File: src/common/spe_pkg.sv
package spe_pkg;

	// Serial control codes, shifted in least significant bit first
	localparam logic [3:0] CODE_EXEC = 4'h0;
	localparam logic [3:0] CODE_SHIFT_OUT = 4'h1;

	// Serial timing, in programming-clock cycles
	localparam int CODE_BITS = 4;
	localparam int INSTR_BITS = 24;
	localparam int PROCESS_CYCLES = 8;
	localparam int SHIFT_OUT_BITS = 16;

	// Executive opcodes
	localparam logic [3:0] OP_SANITY = 4'h0;
	localparam logic [3:0] OP_DATA_WORD_READ = 4'h1;
	localparam logic [3:0] OP_CODE_WORD_READ = 4'h2;
	localparam logic [3:0] OP_RESERVED = 4'h3;
	localparam logic [3:0] OP_DATA_ROW_PROGRAM = 4'h4;
	localparam logic [3:0] OP_CODE_ROW_PROGRAM = 4'h5;
	localparam logic [3:0] OP_CONFIG_PROGRAM = 4'h6;
	localparam logic [3:0] OP_BULK_ERASE_CMD = 4'h7;
	localparam logic [3:0] OP_DATA_ROW_ERASE = 4'h8;
	localparam logic [3:0] OP_CODE_ROW_ERASE = 4'h9;
	localparam logic [3:0] OP_BLANK_QUERY = 4'hA;
	localparam logic [3:0] OP_VERSION_QUERY = 4'hB;

	// Response status codes
	localparam logic [3:0] RSP_PASS = 4'h1;
	localparam logic [3:0] RSP_FAIL = 4'h2;
	localparam logic [3:0] RSP_NACK = 4'h3;

	// Query and error field values
	localparam logic [7:0] QE_OK = 8'h00;
	localparam logic [7:0] QE_VERIFY_FAIL = 8'h01;
	localparam logic [7:0] QE_OTHER = 8'h02;
	localparam logic [7:0] QE_BLANK = 8'hF0;
	localparam logic [7:0] QE_NOT_BLANK = 8'h0F;

	// Executive software version, major and minor nibble
	localparam logic [3:0] VERSION_MAJOR = 4'h1;
	localparam logic [3:0] VERSION_MINOR = 4'h0;

	// Response length and row erase constants
	localparam logic [15:0] HDR_LEN = 16'h0002;
	localparam logic [23:0] ROW_STEP = 24'h000020;
	localparam logic [23:0] ROW_ALIGN_MASK = 24'h00001F;
	localparam logic [7:0] MAX_ROWS = 8'h80;
	localparam logic [7:0] PROTECT_PAGE = 8'hF8;
	localparam logic [7:0] ERASE_FILL_BYTE = 8'hFF;

	// Response buffer shape
	localparam int WORD_W = 16;
	localparam int FIFO_DEPTH = 4;

	// First command word
	typedef struct packed {
		logic [3:0] opcode;
		logic [3:0] rsvd;
		logic [7:0] length;
	} spe_cmd_hdr_t;

	// Second word of the row erase command
	typedef struct packed {
		logic [7:0] num_rows;
		logic [7:0] addr_high;
	} spe_erase_w1_t;

	// First response word
	typedef struct packed {
		logic [3:0] status;
		logic [3:0] opcode;
		logic [7:0] query_error_field;
	} spe_rsp_hdr_t;

endpackage

File: src/rtl/spe_top.sv
// Operation
// - Erase given row count from base, max 128
// - Address high byte with count, low word next
// - Erased bytes read back as 0xFF
// - Row erase success answers 0x1800, 0x0002
// - Row erase refuses a base at page 0xF8 or above; later rows unchecked
// - First response word carries query/error byte
// - Queries always answer with pass status
// - Blank query gives 0xF0 blank, 0x0F not
// - Version byte is major then minor nibble
// - Error 0 ok, 1 verify, 2 other
// - Length counts header; most responses two words
// - Data read response is N plus two
// - Code read length follows packed formula
// - Eight idle cycles, then sixteen shift cycles
// - Data pin driven until next rising edge
// - Reserved opcode answers negative acknowledge
module spe_top (
	input wire logic CLK,
	input wire logic ARST_N,
	input wire logic PROG_CLOCK_PIN,
	input wire logic PROG_DATA_PIN_I,
	output logic PROG_DATA_PIN_O,
	output logic PROG_DATA_PIN_OE,
	input wire logic [15:0] VISIBLE_RESULT_REG,
	output logic CPU_IDLE,
	output logic [23:0] INSTR_WORD,
	output logic INSTR_VALID,
	input wire logic [15:0] CMD_WORD,
	input wire logic CMD_VALID,
	output logic CMD_READY,
	output logic [15:0] ARG_WORD,
	output logic ARG_VALID,
	output logic OP_START,
	output logic [3:0] OP_CODE,
	input wire logic OP_DONE,
	input wire logic OP_VERIFY_FAIL,
	input wire logic OP_FAIL,
	input wire logic MEM_BLANK,
	output logic ERASE_ROW_REQ,
	output logic [23:0] ERASE_ROW_ADDR,
	output logic [7:0] ERASE_FILL,
	input wire logic ERASE_ROW_DONE,
	input wire logic [15:0] RD_WORD,
	input wire logic RD_VALID,
	output logic RD_READY,
	output logic [15:0] RSP_WORD,
	output logic RSP_VALID,
	input wire logic RSP_READY
);
	// Last-count values for the serial bit counter
	localparam logic [4:0] CODE_LAST = 5'(spe_pkg::CODE_BITS - 1);
	localparam logic [4:0] INSTR_LAST = 5'(spe_pkg::INSTR_BITS - 1);
	localparam logic [4:0] PROC_LAST = 5'(spe_pkg::PROCESS_CYCLES - 1);
	localparam logic [4:0] SHIFT_LAST = 5'(spe_pkg::SHIFT_OUT_BITS - 1);

	typedef enum logic [1:0] {
		SR_CODE = 2'b00,
		SR_PROC = 2'b01,
		SR_SHIFT = 2'b11,
		SR_PAYLOAD = 2'b10
	} spe_ser_t;

	typedef enum logic [2:0] {
		EX_IDLE = 3'b000,
		EX_COLLECT = 3'b001,
		EX_DECODE = 3'b011,
		EX_ERASE = 3'b010,
		EX_WAIT = 3'b110,
		EX_RSP0 = 3'b111,
		EX_RSP1 = 3'b101,
		EX_RDFWD = 3'b100
	} spe_ex_t;

	// Response length in words for a given opcode and read count
	function automatic logic [15:0] rsp_len(input logic [3:0] op,
			input logic [7:0] n);
		logic [15:0] nn;
		nn = {8'h00, n};
		if (op == spe_pkg::OP_DATA_WORD_READ) begin
			rsp_len = nn + spe_pkg::HDR_LEN;
		end else if (op == spe_pkg::OP_CODE_WORD_READ && n[0]) begin
			rsp_len = 16'(3 * ((nn + 16'h0001) >> 1)) + spe_pkg::HDR_LEN;
		end else if (op == spe_pkg::OP_CODE_WORD_READ) begin
			rsp_len = 16'(3 * (nn >> 1)) + spe_pkg::HDR_LEN;
		end else begin
			rsp_len = spe_pkg::HDR_LEN;
		end
	endfunction

	// Pin synchronisers and edge history
	logic pc_s1_q, pc_s2_q, pc_s3_q; // Clock pin stages
	logic pd_s1_q, pd_s2_q; // Data pin stages
	logic pc_rise; // Rising edge of programming clock

	// Serial engine state
	spe_ser_t ser_q, ser_d; // Serial phase
	logic [4:0] cnt_q, cnt_d; // Bit or cycle count
	logic [3:0] code_q, code_d; // Control code being shifted in
	logic [3:0] code_next; // Code with current bit added
	logic [23:0] sh_q, sh_d; // Instruction payload shifter
	logic [23:0] sh_next; // Payload with current bit added
	logic [15:0] result_q, result_d; // Result register being shifted out
	logic hold_q, hold_d; // Core held after shift-out until next code
	logic oe_q, oe_d; // Data pin drive enable
	logic dout_q, dout_d; // Data pin level
	logic [23:0] instr_q, instr_d; // Completed instruction
	logic ivld_q, ivld_d; // Instruction strobe

	// Executive state
	spe_ex_t ex_q, ex_d; // Command phase
	logic [3:0] op_q, op_d; // Opcode in progress
	logic [7:0] left_q, left_d; // Command words still expected
	logic [1:0] idx_q, idx_d; // Index of next command word
	logic [15:0] w1_q, w1_d; // Second command word
	logic [15:0] w2_q, w2_d; // Third command word
	logic [7:0] rows_q, rows_d; // Rows still to erase
	logic [23:0] addr_q, addr_d; // Row being erased
	logic ereq_q, ereq_d; // Row erase strobe
	logic ostart_q, ostart_d; // External operation strobe
	logic [15:0] arg_q, arg_d; // Forwarded argument word
	logic avld_q, avld_d; // Argument strobe
	spe_pkg::spe_rsp_hdr_t hdr_q, hdr_d; // First response word
	logic [15:0] len_q, len_d; // Response length
	logic [15:0] rem_q, rem_d; // Read words still to forward

	// Decoded command fields and buffer handshake
	spe_pkg::spe_cmd_hdr_t cmd_hdr; // First word view
	spe_pkg::spe_erase_w1_t erase_w1; // Row erase second word view
	logic [23:0] erase_base; // Joined base address
	logic erase_bad; // Row erase arguments refused
	logic prog_op; // Opcode has a verify step
	logic cmd_fire; // Command word taken
	logic fifo_in_valid, fifo_in_ready, fifo_empty;
	logic [15:0] fifo_in_data;

	assign pc_rise = pc_s2_q && !pc_s3_q;
	assign code_next = {pd_s2_q, code_q[3:1]};
	assign sh_next = {pd_s2_q, sh_q[23:1]};

	assign cmd_hdr = CMD_WORD;
	assign erase_w1 = w1_q;
	assign erase_base = {erase_w1.addr_high, w2_q};
	assign erase_bad = (erase_w1.num_rows == 8'h00)
		|| (erase_w1.num_rows > spe_pkg::MAX_ROWS)
		|| ((erase_base & spe_pkg::ROW_ALIGN_MASK) != 24'h000000)
		|| (erase_w1.addr_high >= spe_pkg::PROTECT_PAGE);
	assign prog_op = (op_q == spe_pkg::OP_DATA_ROW_PROGRAM)
		|| (op_q == spe_pkg::OP_CODE_ROW_PROGRAM)
		|| (op_q == spe_pkg::OP_CONFIG_PROGRAM);
	assign CMD_READY = (ex_q == EX_IDLE && fifo_empty)
		|| ex_q == EX_COLLECT;
	assign cmd_fire = CMD_VALID && CMD_READY;
	assign RD_READY = (ex_q == EX_RDFWD) && fifo_in_ready;
	assign fifo_in_valid = (ex_q == EX_RSP0) || (ex_q == EX_RSP1)
		|| (ex_q == EX_RDFWD && RD_VALID);
	assign fifo_in_data = (ex_q == EX_RSP0) ? hdr_q
		: (ex_q == EX_RSP1) ? len_q : RD_WORD;

	assign PROG_DATA_PIN_O = dout_q;
	assign PROG_DATA_PIN_OE = oe_q;
	assign CPU_IDLE = (ser_q == SR_PROC) || (ser_q == SR_SHIFT)
		|| hold_q;
	assign INSTR_WORD = instr_q;
	assign INSTR_VALID = ivld_q;
	assign ARG_WORD = arg_q;
	assign ARG_VALID = avld_q;
	assign OP_START = ostart_q;
	assign OP_CODE = op_q;
	assign ERASE_ROW_REQ = ereq_q;
	assign ERASE_ROW_ADDR = addr_q;
	assign ERASE_FILL = spe_pkg::ERASE_FILL_BYTE;

	// Two-stage pin synchronisers, third stage for edge finding
	always_ff @(posedge CLK or negedge ARST_N) begin
		if (!ARST_N) begin
			{pc_s1_q, pc_s2_q, pc_s3_q} <= 3'h0;
			{pd_s1_q, pd_s2_q} <= 2'h0;
		end else begin
			{pc_s1_q, pc_s2_q, pc_s3_q} <= {PROG_CLOCK_PIN, pc_s1_q, pc_s2_q};
			{pd_s1_q, pd_s2_q} <= {PROG_DATA_PIN_I, pd_s1_q};
		end
	end

	// Serial engine next state, advanced on programming clock rises
	always_comb begin
		ser_d = ser_q;
		cnt_d = cnt_q;
		code_d = code_q;
		sh_d = sh_q;
		result_d = result_q;
		hold_d = hold_q;
		oe_d = oe_q;
		dout_d = dout_q;
		instr_d = instr_q;
		ivld_d = 1'b0;
		if (pc_rise) begin
			cnt_d = cnt_q + 5'h01;
			case (ser_q)
				SR_CODE: begin
					code_d = code_next;
					if (cnt_q == CODE_LAST) begin
						cnt_d = 5'h00;
						// A complete code ends the hold left by the last shift-out
						hold_d = 1'b0;
						// Register shift-out holds the core; all else executes
						ser_d = (code_next == spe_pkg::CODE_SHIFT_OUT)
							? SR_PROC : SR_PAYLOAD;
					end
				end
				SR_PAYLOAD: begin
					sh_d = sh_next;
					if (cnt_q == INSTR_LAST) begin
						cnt_d = 5'h00;
						instr_d = sh_next;
						ivld_d = 1'b1;
						ser_d = SR_CODE;
					end
				end
				SR_PROC: begin
					if (cnt_q == PROC_LAST) begin
						cnt_d = 5'h00;
						result_d = VISIBLE_RESULT_REG;
						dout_d = VISIBLE_RESULT_REG[0];
						oe_d = 1'b1;
						ser_d = SR_SHIFT;
					end
				end
				SR_SHIFT: begin
					result_d = {1'b0, result_q[15:1]};
					dout_d = result_q[1];
					if (cnt_q == SHIFT_LAST) begin
						cnt_d = 5'h00;
						// Core stays idle until the next code arrives
						hold_d = 1'b1;
						oe_d = 1'b0;
						dout_d = 1'b0;
						ser_d = SR_CODE;
					end
				end
				default: begin
					ser_d = SR_CODE;
					cnt_d = 5'h00;
					oe_d = 1'b0;
				end
			endcase
		end
	end

	// Serial engine registers
	always_ff @(posedge CLK or negedge ARST_N) begin
		if (!ARST_N) begin
			ser_q <= SR_CODE;
			{cnt_q, code_q, sh_q, result_q} <= '0;
			{oe_q, dout_q, instr_q, ivld_q, hold_q} <= '0;
		end else begin
			ser_q <= ser_d;
			{cnt_q, code_q, sh_q, result_q} <=
				{cnt_d, code_d, sh_d, result_d};
			{oe_q, dout_q, instr_q, ivld_q, hold_q} <=
				{oe_d, dout_d, instr_d, ivld_d, hold_d};
		end
	end

	// Executive command sequencer
	always_comb begin
		ex_d = ex_q;
		op_d = op_q;
		left_d = left_q;
		idx_d = idx_q;
		w1_d = w1_q;
		w2_d = w2_q;
		rows_d = rows_q;
		addr_d = addr_q;
		ereq_d = 1'b0;
		ostart_d = 1'b0;
		arg_d = arg_q;
		avld_d = 1'b0;
		hdr_d = hdr_q;
		len_d = len_q;
		rem_d = rem_q;
		case (ex_q)
			EX_IDLE: begin
				if (cmd_fire) begin
					op_d = cmd_hdr.opcode;
					idx_d = 2'h1;
					left_d = (cmd_hdr.length > 8'h01)
						? cmd_hdr.length - 8'h01 : 8'h00;
					ex_d = (cmd_hdr.length > 8'h01) ? EX_COLLECT : EX_DECODE;
				end
			end
			EX_COLLECT: begin
				if (cmd_fire) begin
					// Every argument word is also passed to the executor
					arg_d = CMD_WORD;
					avld_d = 1'b1;
					if (idx_q == 2'h1) begin
						w1_d = CMD_WORD;
					end
					if (idx_q == 2'h2) begin
						w2_d = CMD_WORD;
					end
					if (idx_q != 2'h3) begin
						idx_d = idx_q + 2'h1;
					end
					left_d = left_q - 8'h01;
					if (left_q == 8'h01) begin
						ex_d = EX_DECODE;
					end
				end
			end
			EX_DECODE: begin
				hdr_d = '{spe_pkg::RSP_PASS, op_q, spe_pkg::QE_OK};
				len_d = rsp_len(op_q, w1_q[7:0]);
				ex_d = EX_RSP0;
				if (op_q == spe_pkg::OP_DATA_ROW_ERASE) begin
					if (erase_bad) begin
						hdr_d.status = spe_pkg::RSP_FAIL;
						hdr_d.query_error_field = spe_pkg::QE_OTHER;
					end else begin
						rows_d = erase_w1.num_rows;
						addr_d = erase_base;
						ereq_d = 1'b1;
						ex_d = EX_ERASE;
					end
				end else if (op_q == spe_pkg::OP_BLANK_QUERY) begin
					hdr_d.query_error_field = MEM_BLANK
						? spe_pkg::QE_BLANK : spe_pkg::QE_NOT_BLANK;
				end else if (op_q == spe_pkg::OP_VERSION_QUERY) begin
					hdr_d.query_error_field = {spe_pkg::VERSION_MAJOR,
						spe_pkg::VERSION_MINOR};
				end else if (op_q == spe_pkg::OP_RESERVED
						|| op_q > spe_pkg::OP_VERSION_QUERY) begin
					hdr_d.status = spe_pkg::RSP_NACK;
				end else if (op_q == spe_pkg::OP_DATA_WORD_READ
						|| op_q == spe_pkg::OP_CODE_WORD_READ) begin
					ostart_d = 1'b1;
				end else begin
					ostart_d = 1'b1;
					ex_d = EX_WAIT;
				end
			end
			EX_ERASE: begin
				if (ERASE_ROW_DONE) begin
					rows_d = rows_q - 8'h01;
					addr_d = addr_q + spe_pkg::ROW_STEP;
					if (rows_q == 8'h01) begin
						ex_d = EX_RSP0;
					end else begin
						ereq_d = 1'b1;
					end
				end
			end
			EX_WAIT: begin
				if (OP_DONE) begin
					if (OP_VERIFY_FAIL && prog_op) begin
						hdr_d.status = spe_pkg::RSP_FAIL;
						hdr_d.query_error_field = spe_pkg::QE_VERIFY_FAIL;
					end else if (OP_FAIL || OP_VERIFY_FAIL) begin
						hdr_d.status = spe_pkg::RSP_FAIL;
						hdr_d.query_error_field = spe_pkg::QE_OTHER;
					end
					ex_d = EX_RSP0;
				end
			end
			EX_RSP0: begin
				if (fifo_in_ready) begin
					ex_d = EX_RSP1;
				end
			end
			EX_RSP1: begin
				if (fifo_in_ready) begin
					rem_d = len_q - spe_pkg::HDR_LEN;
					ex_d = (len_q > spe_pkg::HDR_LEN) ? EX_RDFWD : EX_IDLE;
				end
			end
			EX_RDFWD: begin
				if (RD_VALID && fifo_in_ready) begin
					rem_d = rem_q - 16'h0001;
					if (rem_q == 16'h0001) begin
						ex_d = EX_IDLE;
					end
				end
			end
			default: begin
				ex_d = EX_IDLE;
			end
		endcase
	end

	// Executive registers
	always_ff @(posedge CLK or negedge ARST_N) begin
		if (!ARST_N) begin
			ex_q <= EX_IDLE;
			{op_q, left_q, idx_q, w1_q, w2_q} <= '0;
			{rows_q, addr_q, ereq_q, ostart_q, arg_q, avld_q} <= '0;
			{hdr_q, len_q, rem_q} <= '0;
		end else begin
			ex_q <= ex_d;
			{op_q, left_q, idx_q, w1_q, w2_q} <=
				{op_d, left_d, idx_d, w1_d, w2_d};
			{rows_q, addr_q, ereq_q, ostart_q, arg_q, avld_q} <=
				{rows_d, addr_d, ereq_d, ostart_d, arg_d, avld_d};
			{hdr_q, len_q, rem_q} <= {hdr_d, len_d, rem_d};
		end
	end

	// Response buffer toward the programmer link
	spe_fifo #(
		.W(spe_pkg::WORD_W),
		.D(spe_pkg::FIFO_DEPTH)
	) u_rsp_fifo (
		.clk(CLK),
		.arst_n(ARST_N),
		.in_valid(fifo_in_valid),
		.in_ready(fifo_in_ready),
		.in_data(fifo_in_data),
		.out_valid(RSP_VALID),
		.out_ready(RSP_READY),
		.out_data(RSP_WORD),
		.empty(fifo_empty)
	);

endmodule

File: src/rtl/spe_fifo.sv
module spe_fifo #(
	parameter int W = 16,
	parameter int D = 4
) (
	input wire logic clk,
	input wire logic arst_n,
	input wire logic in_valid,
	output logic in_ready,
	input wire logic [W-1:0] in_data,
	output logic out_valid,
	input wire logic out_ready,
	output logic [W-1:0] out_data,
	output logic empty
);
	localparam int AW = $clog2(D);

	logic [W-1:0] mem_q [D]; // Word storage
	logic [AW:0] wr_q; // Write pointer with wrap bit
	logic [AW:0] rd_q; // Read pointer with wrap bit
	logic full; // All slots hold words
	logic push; // Word accepted
	logic pop; // Word delivered

	assign empty = (wr_q == rd_q);
	assign full = (wr_q[AW-1:0] == rd_q[AW-1:0]) && (wr_q[AW] != rd_q[AW]);
	assign in_ready = !full;
	assign out_valid = !empty;
	assign out_data = mem_q[rd_q[AW-1:0]];
	assign push = in_valid && !full;
	assign pop = out_ready && !empty;

	// Pointer update
	always_ff @(posedge clk or negedge arst_n) begin
		if (!arst_n) begin
			wr_q <= '0;
			rd_q <= '0;
		end else begin
			if (push) begin
				wr_q <= wr_q + 1'b1;
			end
			if (pop) begin
				rd_q <= rd_q + 1'b1;
			end
		end
	end

	// Storage write
	always_ff @(posedge clk or negedge arst_n) begin
		if (!arst_n) begin
			for (int i = 0; i < D; i++) begin
				mem_q[i] <= '0;
			end
		end else if (push) begin
			mem_q[wr_q[AW-1:0]] <= in_data;
		end
	end

endmodule

File: config.mk
export PLATFORM = sky130hd
export DESIGN_NAME = spe_top
export DESIGN_NICKNAME = d
export VERILOG_FILES = /design/src/common/spe_pkg.sv /design/src/rtl/spe_top.sv /design/src/rtl/spe_fifo.sv
export SDC_FILE = /design/constraint.sdc
export NUM_CORES = 1
export LEC_CHECK = 0
export ABC_AREA = 1
export BUFFER_PORTS_ARGS = -buffer_cell sky130_fd_sc_hd__buf_2
export CAP_MARGIN = 20
export CORE_MARGIN = 8
export CORE_UTILIZATION = 49
export CTS_CLUSTER_DIAMETER = 80
export CTS_CLUSTER_SIZE = 16
export DETAILED_ROUTE_END_ITERATION = 8
export PLACE_DENSITY_LB_ADDON = 0.25
export SYNTH_ARGS = -nofsm -noshare
export SYNTH_HDL_FRONTEND = slang
export SYNTH_SLANG_ARGS = --single-unit
File: constraint.sdc
create_clock -name CLK -period 5.7 [get_ports CLK]
set_clock_uncertainty 0.2 [all_clocks]
set_input_delay 0.285 -clock CLK [delete_from_list [all_inputs] [get_ports CLK]]
set_output_delay 0.285 -clock CLK [all_outputs]
set_load 0.005 [all_outputs]
; ---- Word level (Yosys, flattened, before mapping)
; Cells that the tools add are included.
[word_totals]
reg_bits = 302
in_bits = 60
out_inout_bits = 102
[op_classes]
add_sub_neg = 14
multipliers = 2
n_lt_le_gt_ge = 8
eq_ne = 51
muxes = 104
bitwise_logic = 2
n_reduce_logical = 55
[ops]
columns = op, count
row1 = 16-bit two-way mux, 8
row2 = 8-bit two-way mux, 12
row3 = 24-bit two-way mux, 3
row4 = 64-bit bitwise mux, 1
row5 = 16-bit case mux with 2 select lines, 2
row6 = 24-bit case mux with 2 select lines, 1
row7 = 8-bit case mux with 2 select lines, 3
row8 = 3-bit two-way mux, 13
row9 = 16-bit binary-select mux with 2-bit select, 1
row10 = 16-bit demux with 2-bit select, 1
row11 = 2-bit two-way mux, 14
row12 = 5-bit two-way mux, 5
row13 = "24-bit by 6-bit adder with 24-bit output, second input constant", 1
row14 = 1-bit two-way mux, 24
row15 = "2-bit inequality test, second input constant", 12
row16 = 3-bit case mux with 8 select lines, 1
row17 = 24-bit nonzero test, 1
row18 = "8-bit by 1-bit subtractor with 8-bit output, second input constant", 3
row19 = 11-bit two-way mux, 2
row20 = 3-bit AND reduction, 7
row21 = 5-bit case mux with 4 select lines, 1
row22 = "16-bit by 1-bit equality test with 1-bit output, second input constant", 1
row23 = "8-bit by 1-bit equality test with 1-bit output, second input constant", 2
row24 = "16-bit by 2-bit > comparator with 1-bit output, second input constant", 1
row25 = 53 further kinds, 116

; ---- Longest topological paths before layout
; Gate-level depths: netlist of run 1.
[depth]
depth_word = 8
mapped_depth = 19
mapped_depth_nobuf = 18

; ---- Modules after synthesis
; A second synthesis of run 1 with hierarchy kept.
[unflattened]
hier_cells = 2039
hier_area_um2 = 15631.2
[by_module_without_submodules]
columns = mod, n_inst, cells_each, area_per_inst_um2
row1 = spe_top, 1, 1611, 12142.9
row2 = spe_fifo, 1, 428, 3488.3

; ---- Worst setup path before layout of run 1
; No wires, ideal clock.
[synth_timing]
kind = reg2reg
startpoint = reg w1_q[3] (netlist: erase_w1[3])
endpoint = reg len_q[8]
setup_ns = 0.116
t_arrival_ns = 2.537
t_required_ns = 5.384
setup_slack_ns = 2.847
path_stages_with_launch = 18
period_less_slack_ns = 2.853
path_cell_list = dfrtp_1 ha_1 nand2_1 xor2_1 nand2_1 o21ai_0 inv_1 ha_1 ha_1 a21oi_1 nand2_1 nand2_1 nand2_1 or2_2 nand3_1 nand2_1 nand2_1 nand2_1
[synth_between]
elab_chain_len = 5
[synth_rtl]
columns = item, line
row1 = "start, declared", spe_top.sv:115  ; logic [15:0] w1_q, w1_d;
row2 = "start signal, assigned", spe_top.sv:400  ; {op_q, left_q, idx_q, w1_q, w2_q} <=
row3 = 8-bit by 1-bit adder with 9-bit output or 2-bit by 7-bit multiplier with 9-bit output (tied branches), "spe_top.sv:83, spe_top.sv:85"
row4 = 2-bit by 8-bit multiplier with 10-bit output or 9-bit by 2-bit adder with 10-bit output (tied branches), "spe_top.sv:83, spe_top.sv:85"
row5 = 10-bit by 2-bit adder with 11-bit output or 10-bit two-way mux (tied branches), "spe_top.sv:83, spe_top.sv:84"
row6 = 11-bit two-way mux, spe_top.sv:82  ; end else if (op == spe_pkg::OP_CODE_WORD_READ && n[0]) begin
row7 = 11-bit two-way mux *, spe_top.sv:80  ; if (op == spe_pkg::OP_DATA_WORD_READ) begin
row8 = "end signal, assigned", spe_top.sv:404  ; {hdr_q, len_q, rem_q} <= {hdr_d, len_d, rem_d};
row9 = "end, declared", spe_top.sv:124  ; logic [15:0] len_q, len_d;
; Every way passes the cells marked *; elsewhere a longest branch is shown, timed or not.
; A chain may end at the register's enable or synchronous reset.

; ---- Worst setup path in the final report of run 1
[layout_timing]
startpoint = reg u_rsp_fifo.rd_q[0]
endpoint = out CMD_READY
[layout_between]
elab_chain_len = 3
[layout_rtl]
columns = item, line
row1 = "start, declared", spe_fifo.sv:19  ; logic [AW:0] rd_q;
row2 = "start signal, assigned", spe_fifo.sv:42  ; rd_q <= rd_q + 1'b1;
row3 = 3-bit equality test, spe_fifo.sv:24  ; assign empty = (wr_q == rd_q);
row4 = 1-bit logical AND, spe_top.sv:151  ; assign CMD_READY = (ex_q == EX_IDLE && fifo_empty)
row5 = 1-bit logical OR, spe_top.sv:152  ; || ex_q == EX_COLLECT;
row6 = "end, declared", spe_top.sv:31  ; output logic CMD_READY,
; Every way passes these cells.

==> impl_metrics.tcl, run 1 <==
set metrics [dict create \
    start_util_pct 49.27 \
    drc_errors 0 \
    grt_overflow 0 \
    drt-wirelength-per-cell_um 15.78 \
    synth_enable_flop_cells 0 \
    grt_pass1_vias 12740 \
    cts.htree.levels 1 \
    antennaDiodeCount 0 \
    synth_area_leaders "dfrtp_1 (47%), nand2_1 (13%), o21ai_0 (7.3%)" \
    first_pass_iters 6 \
    post_cts_buffers 0 \
    slew-limit-headroom_pct 31.78 \
    slew_viol_final 0 \
    r2r_slack_ps 2280 \
    gp_congestion 0.8689 \
    vias 12960 \
    ys_warn_count 0 \
    cts_tree "built" \
    leakagePower_nw 8.932 \
    hold_class "primary input to register" \
    cp_max_fo 35 \
    netlist_instances 1897 \
    rsz0062_at_grt "false" \
    cp_slowest_stage_delay_ps 1020 \
    period_minus_slack_ps 3586 \
    crit_chain "clkinv_2 -> nand2_1 -> nand2_2 -> nand3_2 -> nand2_2 -> inv_2 -> nor2_1 -> buf_2" \
    cp_slowest_cell "dfrtp_1" \
    fp.dieW_um 193.4 \
    drive_gt1_share_pct 12.30 \
    cpMostUsedCell "nand2_2" \
    peakVddDrop_mv 0.2633 \
    drt_iter0_markers 952 \
    critical_path_depth 8 \
    status "completed" \
    ff2ff_path_depth 8 \
    clk_path_buf_depth 3 \
    ctsRootBufferMaster "clkbuf_16" \
    synth_area_mm2 0.01543 \
    ioPinCount 162 \
    grt_max_degree 121 \
    synth_most_common_cell "nand2_1" \
    clk_latency_ps 530 \
    synth_top_area_share_pct 46.72 \
    setup_tns_ps 0 \
    cts.sinks 288 \
    cts_resized 0 \
    crit_family "flip-flops" \
    hold_ws_ps 19.93 \
    nets 2175 \
    port_buffers 153 \
    power_density_mw_per_mm2 507.1 \
    globalRouteTotalUtil_pct 20.49 \
    grt_pass1_wl_um 65140 \
    synth_ff_type "dfrtp_1" \
    syn2layout_area_growth_pct 13.44 \
    cp.required_ps 5220 \
    max_freq_mhz 278.9 \
    worstPathArrival_ps 3100 \
    finalSetupViolCount 0 \
    worstMarginPinSlew_ps 1023 \
    path_clk_slew_ps 70 \
    crit_buf_inv 3 \
    ys_ff_latch 288 \
    finalHoldViolCount 0 \
    syn_area_per_cell_um2 8.132 \
    hp-start "RD_WORD[5]" \
    yosys.area.top_type "dfrtp_1" \
    viasPerCell 5.252 \
    yosysSeqAreaShare_pct 46.72 \
    hpwlAfterDp_um 27790 \
    postCtsHoldBufs 44 \
    worstHoldEndpoint "u_rsp_fifo.mem_q[5]" \
    placementRows 65 \
    cp-end-kind "output pin" \
    ant_nets 0 \
    r2r-start "u_rsp_fifo.rd_q[0]" \
    cap_viol_max_count 0 \
    wl_um 38930 \
    dieArea_mm2 0.03742 \
    rr_endpoint "u_rsp_fifo.mem_q[9]" \
    startpoint_type "register" \
    synth.distinct_cells 56 \
    synth-async-reset-ratio_pct 100.0 \
    criticalPathCategory "register to output pin" \
    hold_path_depth 5 \
    antenna_found_initial 0 \
    die_h_um 193.4 \
    synthTopCellsByCount "nand2_1 (536), dfrtp_1 (288), o21ai_0 (225)" \
    period_share_pct 62.91 \
    cts_buffers 22 \
    core_mm2 0.03131 \
]
-- cells in the final DEF (no fill, tap or decap), types with 10 or more instances in the layout --
cell and n:
dlygate4sd3_1 44, xor2_1 21, nand2_1 536, o21ai_1 12, mux2_2 22, clkbuf_16 23, mux2_1 27, a22oi_1 10
nor3_1 16, a21oi_1 32, buf_2 152, o21ai_0 225, inv_1 209, ha_1 51, dfrtp_1 288, o22ai_1 26
xnor2_1 10, nand3_1 76, nor2_1 144, nand4_1 13, o211ai_1 21
-- kinds of logic (layout without fill, tap and decap cells) --
logic type	Yosys count	after routing	synth area share [%]
buffers and inverters	292	453	7.827
multiplexers	53	53	3.836
flip-flops	288	288	46.72
adder cells (fa/ha/maj)	53	53	4.396
other	1	8	0.02431
AO/OA/AOI/OAI	352	352	12.65
XOR/XNOR	31	31	1.760
AND/OR/NAND/NOR	827	827	22.79
-- power breakdown --
part	switching (mW)	total [mW]	leakage (nW)	internal [mW]
Sequential	0.691	3.48	3.66	2.79
Clock	0.714	1.45	0.300	0.735
Combinational	2.44	3.94	4.97	1.50
Total	3.85	8.87	8.93	5.03
-- registers in the layout (all words and copies together) (netlist names), 3 cells and up, named ones only --
register	flops
u_rsp_fifo.mem_q	64
ERASE_ROW_ADDR	24
INSTR_WORD	24
sh_q	23
ARG_WORD	16
erase_w1	16
rem_q	16
w2_q	16
result_q	15
hdr_q	11
len_q	10
left_q	8
rows_q	8
cnt_q	5
OP_CODE	4
code_q	3
u_rsp_fifo.rd_q	3
u_rsp_fifo.wr_q	3
-- cell type report --
cell class | count | area (um2)
sequential | 288 | 7207
tap | 402 | 503.0
clock buffer | 25 | 593.1
clock inverter | 2 | 17.52
fill | 2905 | 13810
inverter | 222 | 839.6
multi-input combinational | 1324 | 7038
timing repair buffer | 204 | 1301
-- worst max path at each step --
stage	slack, ps	to	startpoint
after floorplan	2850	len_q[8]	erase_w1[3]
after global placement	2400	ERASE_ROW_ADDR[23]	ex_q[0]
after detailed placement	2340	ERASE_ROW_ADDR[21]	ex_q[0]
after CTS	2140	CMD_READY	u_rsp_fifo.rd_q[0]
after global routing	1900	CMD_READY	u_rsp_fifo.rd_q[0]
final	2110	CMD_READY	u_rsp_fifo.rd_q[0]
-- stage by stage --
step	utilization [%]	area (um2)	instances	setup slack, ps	power, mW
after floorplan	-	15450	1904	2847	6.222
after global placement	52.44	16420	2395	2399	7.307
after detailed placement	52.44	16420	2395	2344	7.423
after CTS	55.80	17470	2466	2145	8.939
after global routing	55.89	17500	2467	1898	9.683
final	55.89	17500	2467	2114	8.874
-- routing by layer --
layer | track usage, % | share of wire [%] | vias to the layer above
met4 | 5.274 | 2.6 | 0
met1 | 27.12 | 45 | 6130
met2 | 34.80 | 47 | 329
met5 | 0 | 0 | -
met3 | 3.107 | 4.9 | 55
li1 | - | - | 6442
-- worst min-delay path: stages --
cell and delay, ps:
buf_2 90, nand2_1 50, nand3_1 150, nand2_1 70, nand2_1 50
Power figures use the tool's default switching activity.
==> run 2: changes to the inputs <==
clock period = 3 ns   (was 5.7 ns; I/O delays follow)
==> impl_metrics.tcl, run 2 (synthesized netlist as in run 1, its figures left out) <==
set metrics [dict create \
    status "completed" \
    vias 13260 \
    finalHoldViolCount 0 \
    viasPerCell 5.273 \
    drive_gt1_share_pct 14.25 \
    placementRows 65 \
    drt_iter0_markers 951 \
    ant_nets 0 \
    path_clk_slew_ps 70 \
    criticalPathCategory "register to register" \
    nets 2223 \
    cp.required_ps 3210 \
    grt_pass1_vias 13130 \
    timing.final.ws_setup_ps 155.7 \
    worstPathArrival_ps 3060 \
    dieArea_mm2 0.03742 \
    top_register "u_rsp_fifo.mem_q" \
    port_buffers 153 \
    max_freq_mhz 351.6 \
    cts_tree "built" \
    fp.dieW_um 193.4 \
    nFillCells 2808 \
    die_h_um 193.4 \
    slew_viol_final 0 \
    grt_pass1_wl_um 66500 \
    ioPinCount 162 \
    cts.sinks 288 \
    worstMarginPinSlew_ps 789.2 \
    clk_latency_ps 520 \
    stdcell_area_mm2 0.01803 \
    cp_max_fo 3 \
    drc_errors 0 \
    layout_common_cells "nand2_1 (535), dfrtp_1 (287), o21ai_0 (225)" \
    hpwlAfterDp_um 28780 \
    globalRouteTotalUtil_pct 21.01 \
    peakVddDrop_mv 0.4642 \
    place_area_mm2 0.01665 \
    cap_viol_max_count 0 \
    cts_buffers 22 \
    slew-limit-headroom_pct 47.33 \
    core_mm2 0.03131 \
    dp_worst_setup_slack_ps 86.67 \
    period_share_pct 94.81 \
    gp_congestion 0.8874 \
    startpoint_type "register" \
    wl_um 40410 \
    drt-wirelength-per-cell_um 16.08 \
    syn2layout_area_growth_pct 16.89 \
    leakagePower_nw 9.168 \
    internal_power_mw 9.872 \
    hold_class "primary input to register" \
    seqPwrFrac_pct 37.1 \
    comb_power_share_pct 47.2 \
    layout_commonest_cell "nand2_1" \
    grt_overflow 0 \
    start_util_pct 49.27 \
    final_util_pct 57.59 \
    grt_max_degree 87 \
    switchingPower_mw 7.531 \
    clock_power_share_pct 15.7 \
    first_pass_iters 6 \
    antenna_found_initial 0 \
    cts.htree.levels 1 \
    clk_path_buf_depth 3 \
    finalSetupViolCount 0 \
    swShare_pct 43.27 \
    period_minus_slack_ps 2844 \
    antennaDiodeCount 0 \
    ctsRootBufferMaster "clkbuf_16" \
    cp-end-kind "register" \
    largest_register_ffs 64 \
    power_density_mw_per_mm2 965.2 \
]
## run 2: changes by cell type in the layout (fill, tap and decap cells not counted), sizes merged
cell         change
buf             +32
dlygate4sd3     +16
clkinv           +1
clkbuf           -2
## run 2: what timing repair did
item	CTS	global route
endpoints found under the setup margin	0	2
hold buffers	61	0
endpoints found under the hold margin	444	0
gates resized for setup	0	17
buffers inserted	0	4
## run 2: worst max-delay path, cell delays in order (launching register included)
cell and delay, ps:
dfrtp_1 420, ha_4 190, xor2_2 150, o21a_1 250
ha_1 300, ha_2 190, inv_1 70, fa_2 190
inv_2 40, nand3_1 70, nand2_2 70, nand2_1 60
nand2_1 60, or2_2 270, nand3_1 60, nand2_1 50
nand2_1 60, nand2_1 40
## run 2: power groups by stage
stage,combinational (mW),sequential (mW),clock [mW]
2_1_floorplan,5.65,6.18,0
3_3_place_gp,7.71,6.42,0
3_5_place_dp,7.89,6.47,0
4_1_cts,8.00,6.43,2.83
5_1_grt,9.33,6.64,2.95
6_report,8.21,6.46,2.73
## run 2: final cells by class
cell class	instances	area [um2]	share of cell area, %
Timing Repair Buffer	252	1750	9.708
Clock inverter	3	22.52	0.1249
Clock buffer	23	575.6	3.192
Sequential cell	288	7208	39.98
Inverter	222	839.6	4.656
Tap cell	402	503.0	2.790
Multi-Input combinational cell	1324	7132	39.55
## run 2: final timing paths
kind                            slack, ps  cells after the start   startpoint                  to
worst min-delay path                   30                      5      OP_DONE            hdr_q[0]
worst max-delay path                  160                     17  erase_w1[1]            len_q[8]
max in group asynchronous            1540                      4       ARST_N            sh_q[21]
worst max register to register        160                     17  erase_w1[1]            len_q[8]
worst min register to register        160                      0      pc_s1_q             pc_s2_q
min in group asynchronous             390                      3       ARST_N  ERASE_ROW_ADDR[19]
## run 2: per-layer routing
metal / up-vias / GRT usage, % / share of wire (%)
met5: - / 0 / 0
met1: 6325 / 27.51 / 45
met3: 61 / 3.089 / 4.8
met4: 0 / 5.160 / 2.0
li1: 6535 / - / -
met2: 335 / 36.21 / 48
## run 2: metrics by stage
| stage | total power, mW | setup TNS [ps] | instances | hold WS, ps |
|---|---|---|---|---|
| 2_1_floorplan | 11.82 | 0 | 1904 | -345.6 |
| 3_3_place_gp | 14.13 | 0 | 2422 | -66.51 |
| 3_5_place_dp | 14.37 | 0 | 2422 | -60.14 |
| 4_1_cts | 17.25 | 0 | 2509 | 14.23 |
| 5_1_grt | 18.91 | -28.33 | 2514 | 61.18 |
| 6_report | 17.40 | 0 | 2514 | 27.46 |
==> run 3: changes to the inputs <==
CORE_MARGIN = 3   (was 8)
==> impl_metrics.tcl, run 3 (synthesized netlist as in run 1, its figures left out) <==
set metrics [dict create \
    status "completed" \
    path_clk_slew_ps 70 \
    globalRouteTotalUtil_pct 22.85 \
    dp_worst_setup_slack_ps 82.64 \
    met1_usage_pct 32.19 \
    core_mm2 0.03083 \
    hpwlAfterDp_um 27640 \
    vias 13190 \
    worstSetupStartpoint "erase_w1[2]" \
    die_h_um 183.4 \
    cp_slowest_cell "dfrtp_1" \
    port_buffers 153 \
    cp_slowest_stage_delay_ps 390 \
    wl_um 38910 \
    fp.dieW_um 183.4 \
    cp_max_fo 5 \
    grt_overflow 0 \
    cap_viol_max_count 0 \
    critical_path_depth 15 \
    cts.sinks 288 \
    finalHoldViolCount 0 \
    layout_common_cells "nand2_1 (536), dfrtp_1 (287), o21ai_0 (224)" \
    cts_buffers 23 \
    internal_power_mw 9.915 \
    switchingPower_mw 7.476 \
    slew_viol_final 0 \
    gp_congestion 0.9090 \
    ff2ff_path_depth 15 \
    dieArea_mm2 0.03365 \
    criticalPathCategory "register to register" \
    clock_power_share_pct 16.4 \
    nets 2221 \
    hold_class "primary input to async pin" \
    cpMostUsedCell "nand2_1" \
    ant_nets 0 \
    busiest_layer "met2" \
    worstMarginPinSlew_ps 773.5 \
    r2r_slack_ps 160 \
    seqPwrFrac_pct 37.1 \
    swShare_pct 42.99 \
    fin_cells 2506 \
    nFillCells 2782 \
    grt_pass1_vias 12690 \
    rr_endpoint "len_q[8]" \
    crit_buf_inv 1 \
    timing.final.ws_setup_ps 156.5 \
    max_freq_mhz 351.7 \
    drc_errors 0 \
    dp.cells 2414 \
    ioPinCount 162 \
    finalSetupViolCount 0 \
    top_register "u_rsp_fifo.mem_q" \
    comb_power_share_pct 46.5 \
    drt_iter0_markers 994 \
    first_pass_iters 5 \
    worstPathArrival_ps 3050 \
    antenna_found_initial 0 \
    clk_latency_ps 520 \
    grt_max_degree 88 \
    start_util_pct 50.04 \
    met3_usage_pct 2.434 \
    final_util_pct 58.32 \
    clk_path_buf_depth 3 \
    largest_register_ffs 64 \
    antennaDiodeCount 0 \
    layout_commonest_cell "nand2_1" \
    period_minus_slack_ps 2843 \
    gr-usage-met2_pct 38.64 \
    viasPerCell 5.262 \
    syn2layout_area_growth_pct 16.56 \
    crit_family "simple AND/OR/NAND/NOR gates" \
    cp-end-kind "register" \
    slew-limit-headroom_pct 48.38 \
    leakagePower_nw 9.154 \
    period_share_pct 94.78 \
    startpoint_type "register" \
    power_density_mw_per_mm2 967.2 \
    crit_chain "buf_4 -> ha_1 -> nand3_1 -> xor2_2 -> ha_4 -> ha_4 -> a21oi_1 -> nand2_1 -> nand2_1 -> nand2_1 -> or2_2 -> nand3_1 -> nand2_1 -> nand2_1 -> nand2_1" \
    cp.required_ps 3210 \
    placementRows 64 \
    ctsRootBufferMaster "clkbuf_16" \
    drt-wirelength-per-cell_um 15.53 \
    cts.htree.levels 1 \
    peakVddDrop_mv 0.5031 \
    cp-endpoint "len_q[8]" \
    drive_gt1_share_pct 14.08 \
    cts_tree "built" \
    grt_pass1_wl_um 63700 \
    setup_tns_ps 0 \
    r2r-start "erase_w1[2]" \
]
[run 3: cell count changes in the layout (fill, tap and decap cells not counted), sizes merged]
cell,delta
dlygate4sd3,-2
buf,-1
bufinv,+1
[run 3: stage by stage]
| stage | instance area [um2] | total power [mW] | hold slack, ps |
|---|---|---|---|
| final | 17980 | 17.39 | 30.58 |
| after floorplan | 15450 | 11.82 | -345.6 |
| after global routing | 17980 | 18.94 | 48.56 |
| after detailed placement | 16610 | 14.27 | 13.14 |
| after CTS | 17840 | 17.25 | 1.789 |
| after global placement | 16610 | 14.03 | 19.46 |
[run 3: power by group through the flow]
stage                     sequential [mW]  clock, mW  combinational, mW
after global placement               6.44          0               7.59
after global routing                 6.64       3.08               9.22
final                                6.45       2.85               8.09
after detailed placement             6.48          0               7.79
after floorplan                      6.18          0               5.65
after CTS                            6.43       2.93               7.89
[run 3: final cells by class]
cell class,instances,area [um2],share of cell area (%)
multi-input cells,1324,7109,39.54
inverters,222,839.6,4.669
well taps,396,495.5,2.756
repair buffers,249,1687,9.380
flip-flops and latches,288,7208,40.09
clock inverters,4,66.31,0.3688
clock buffers,23,575.6,3.201
[run 3: timing repair]
item                                    in CTS  in global routing
endpoints found under the setup margin       0                  3
buffers inserted                             0                  6
hold buffers                                58                  0
endpoints found under the hold margin      374                  0
resized for setup                            0                 12
[run 3: worst min-delay path by stage]
| stage | start | end | slack, ps | depth (start not counted) |
|---|---|---|---|---|
| after floorplan | ARST_N | ARG_VALID | -350 | 0 |
| after global placement | ARST_N | u_rsp_fifo.mem_q[54] | 20 | 1 |
| after detailed placement | ARST_N | u_rsp_fifo.mem_q[54] | 10 | 1 |
| after CTS | RD_WORD[1] | u_rsp_fifo.mem_q[1] | 2 | 5 |
| after global routing | RD_WORD[1] | u_rsp_fifo.mem_q[1] | 50 | 5 |
| final | ARST_N | u_rsp_fifo.mem_q[54] | 30 | 2 |
[run 3: worst register-to-register path, stage by stage (launching register included)]
cell and delay [ps]:
dfrtp_1 390, buf_4 160, ha_1 220, nand3_1 130
xor2_2 250, ha_4 250, ha_4 250, a21oi_1 160
nand2_1 110, nand2_1 70, nand2_1 50, or2_2 270
nand3_1 70, nand2_1 50, nand2_1 60, nand2_1 50
[run 3: routing by layer]
layer  wire [um]  up-vias  part of all wire [%]
met4         808        0                   2.1
met3        1823       54                   4.7
met1       17930     6256                    46
met2       18350      342                    47
li1            -     6534                     -
met5           0        -                     0
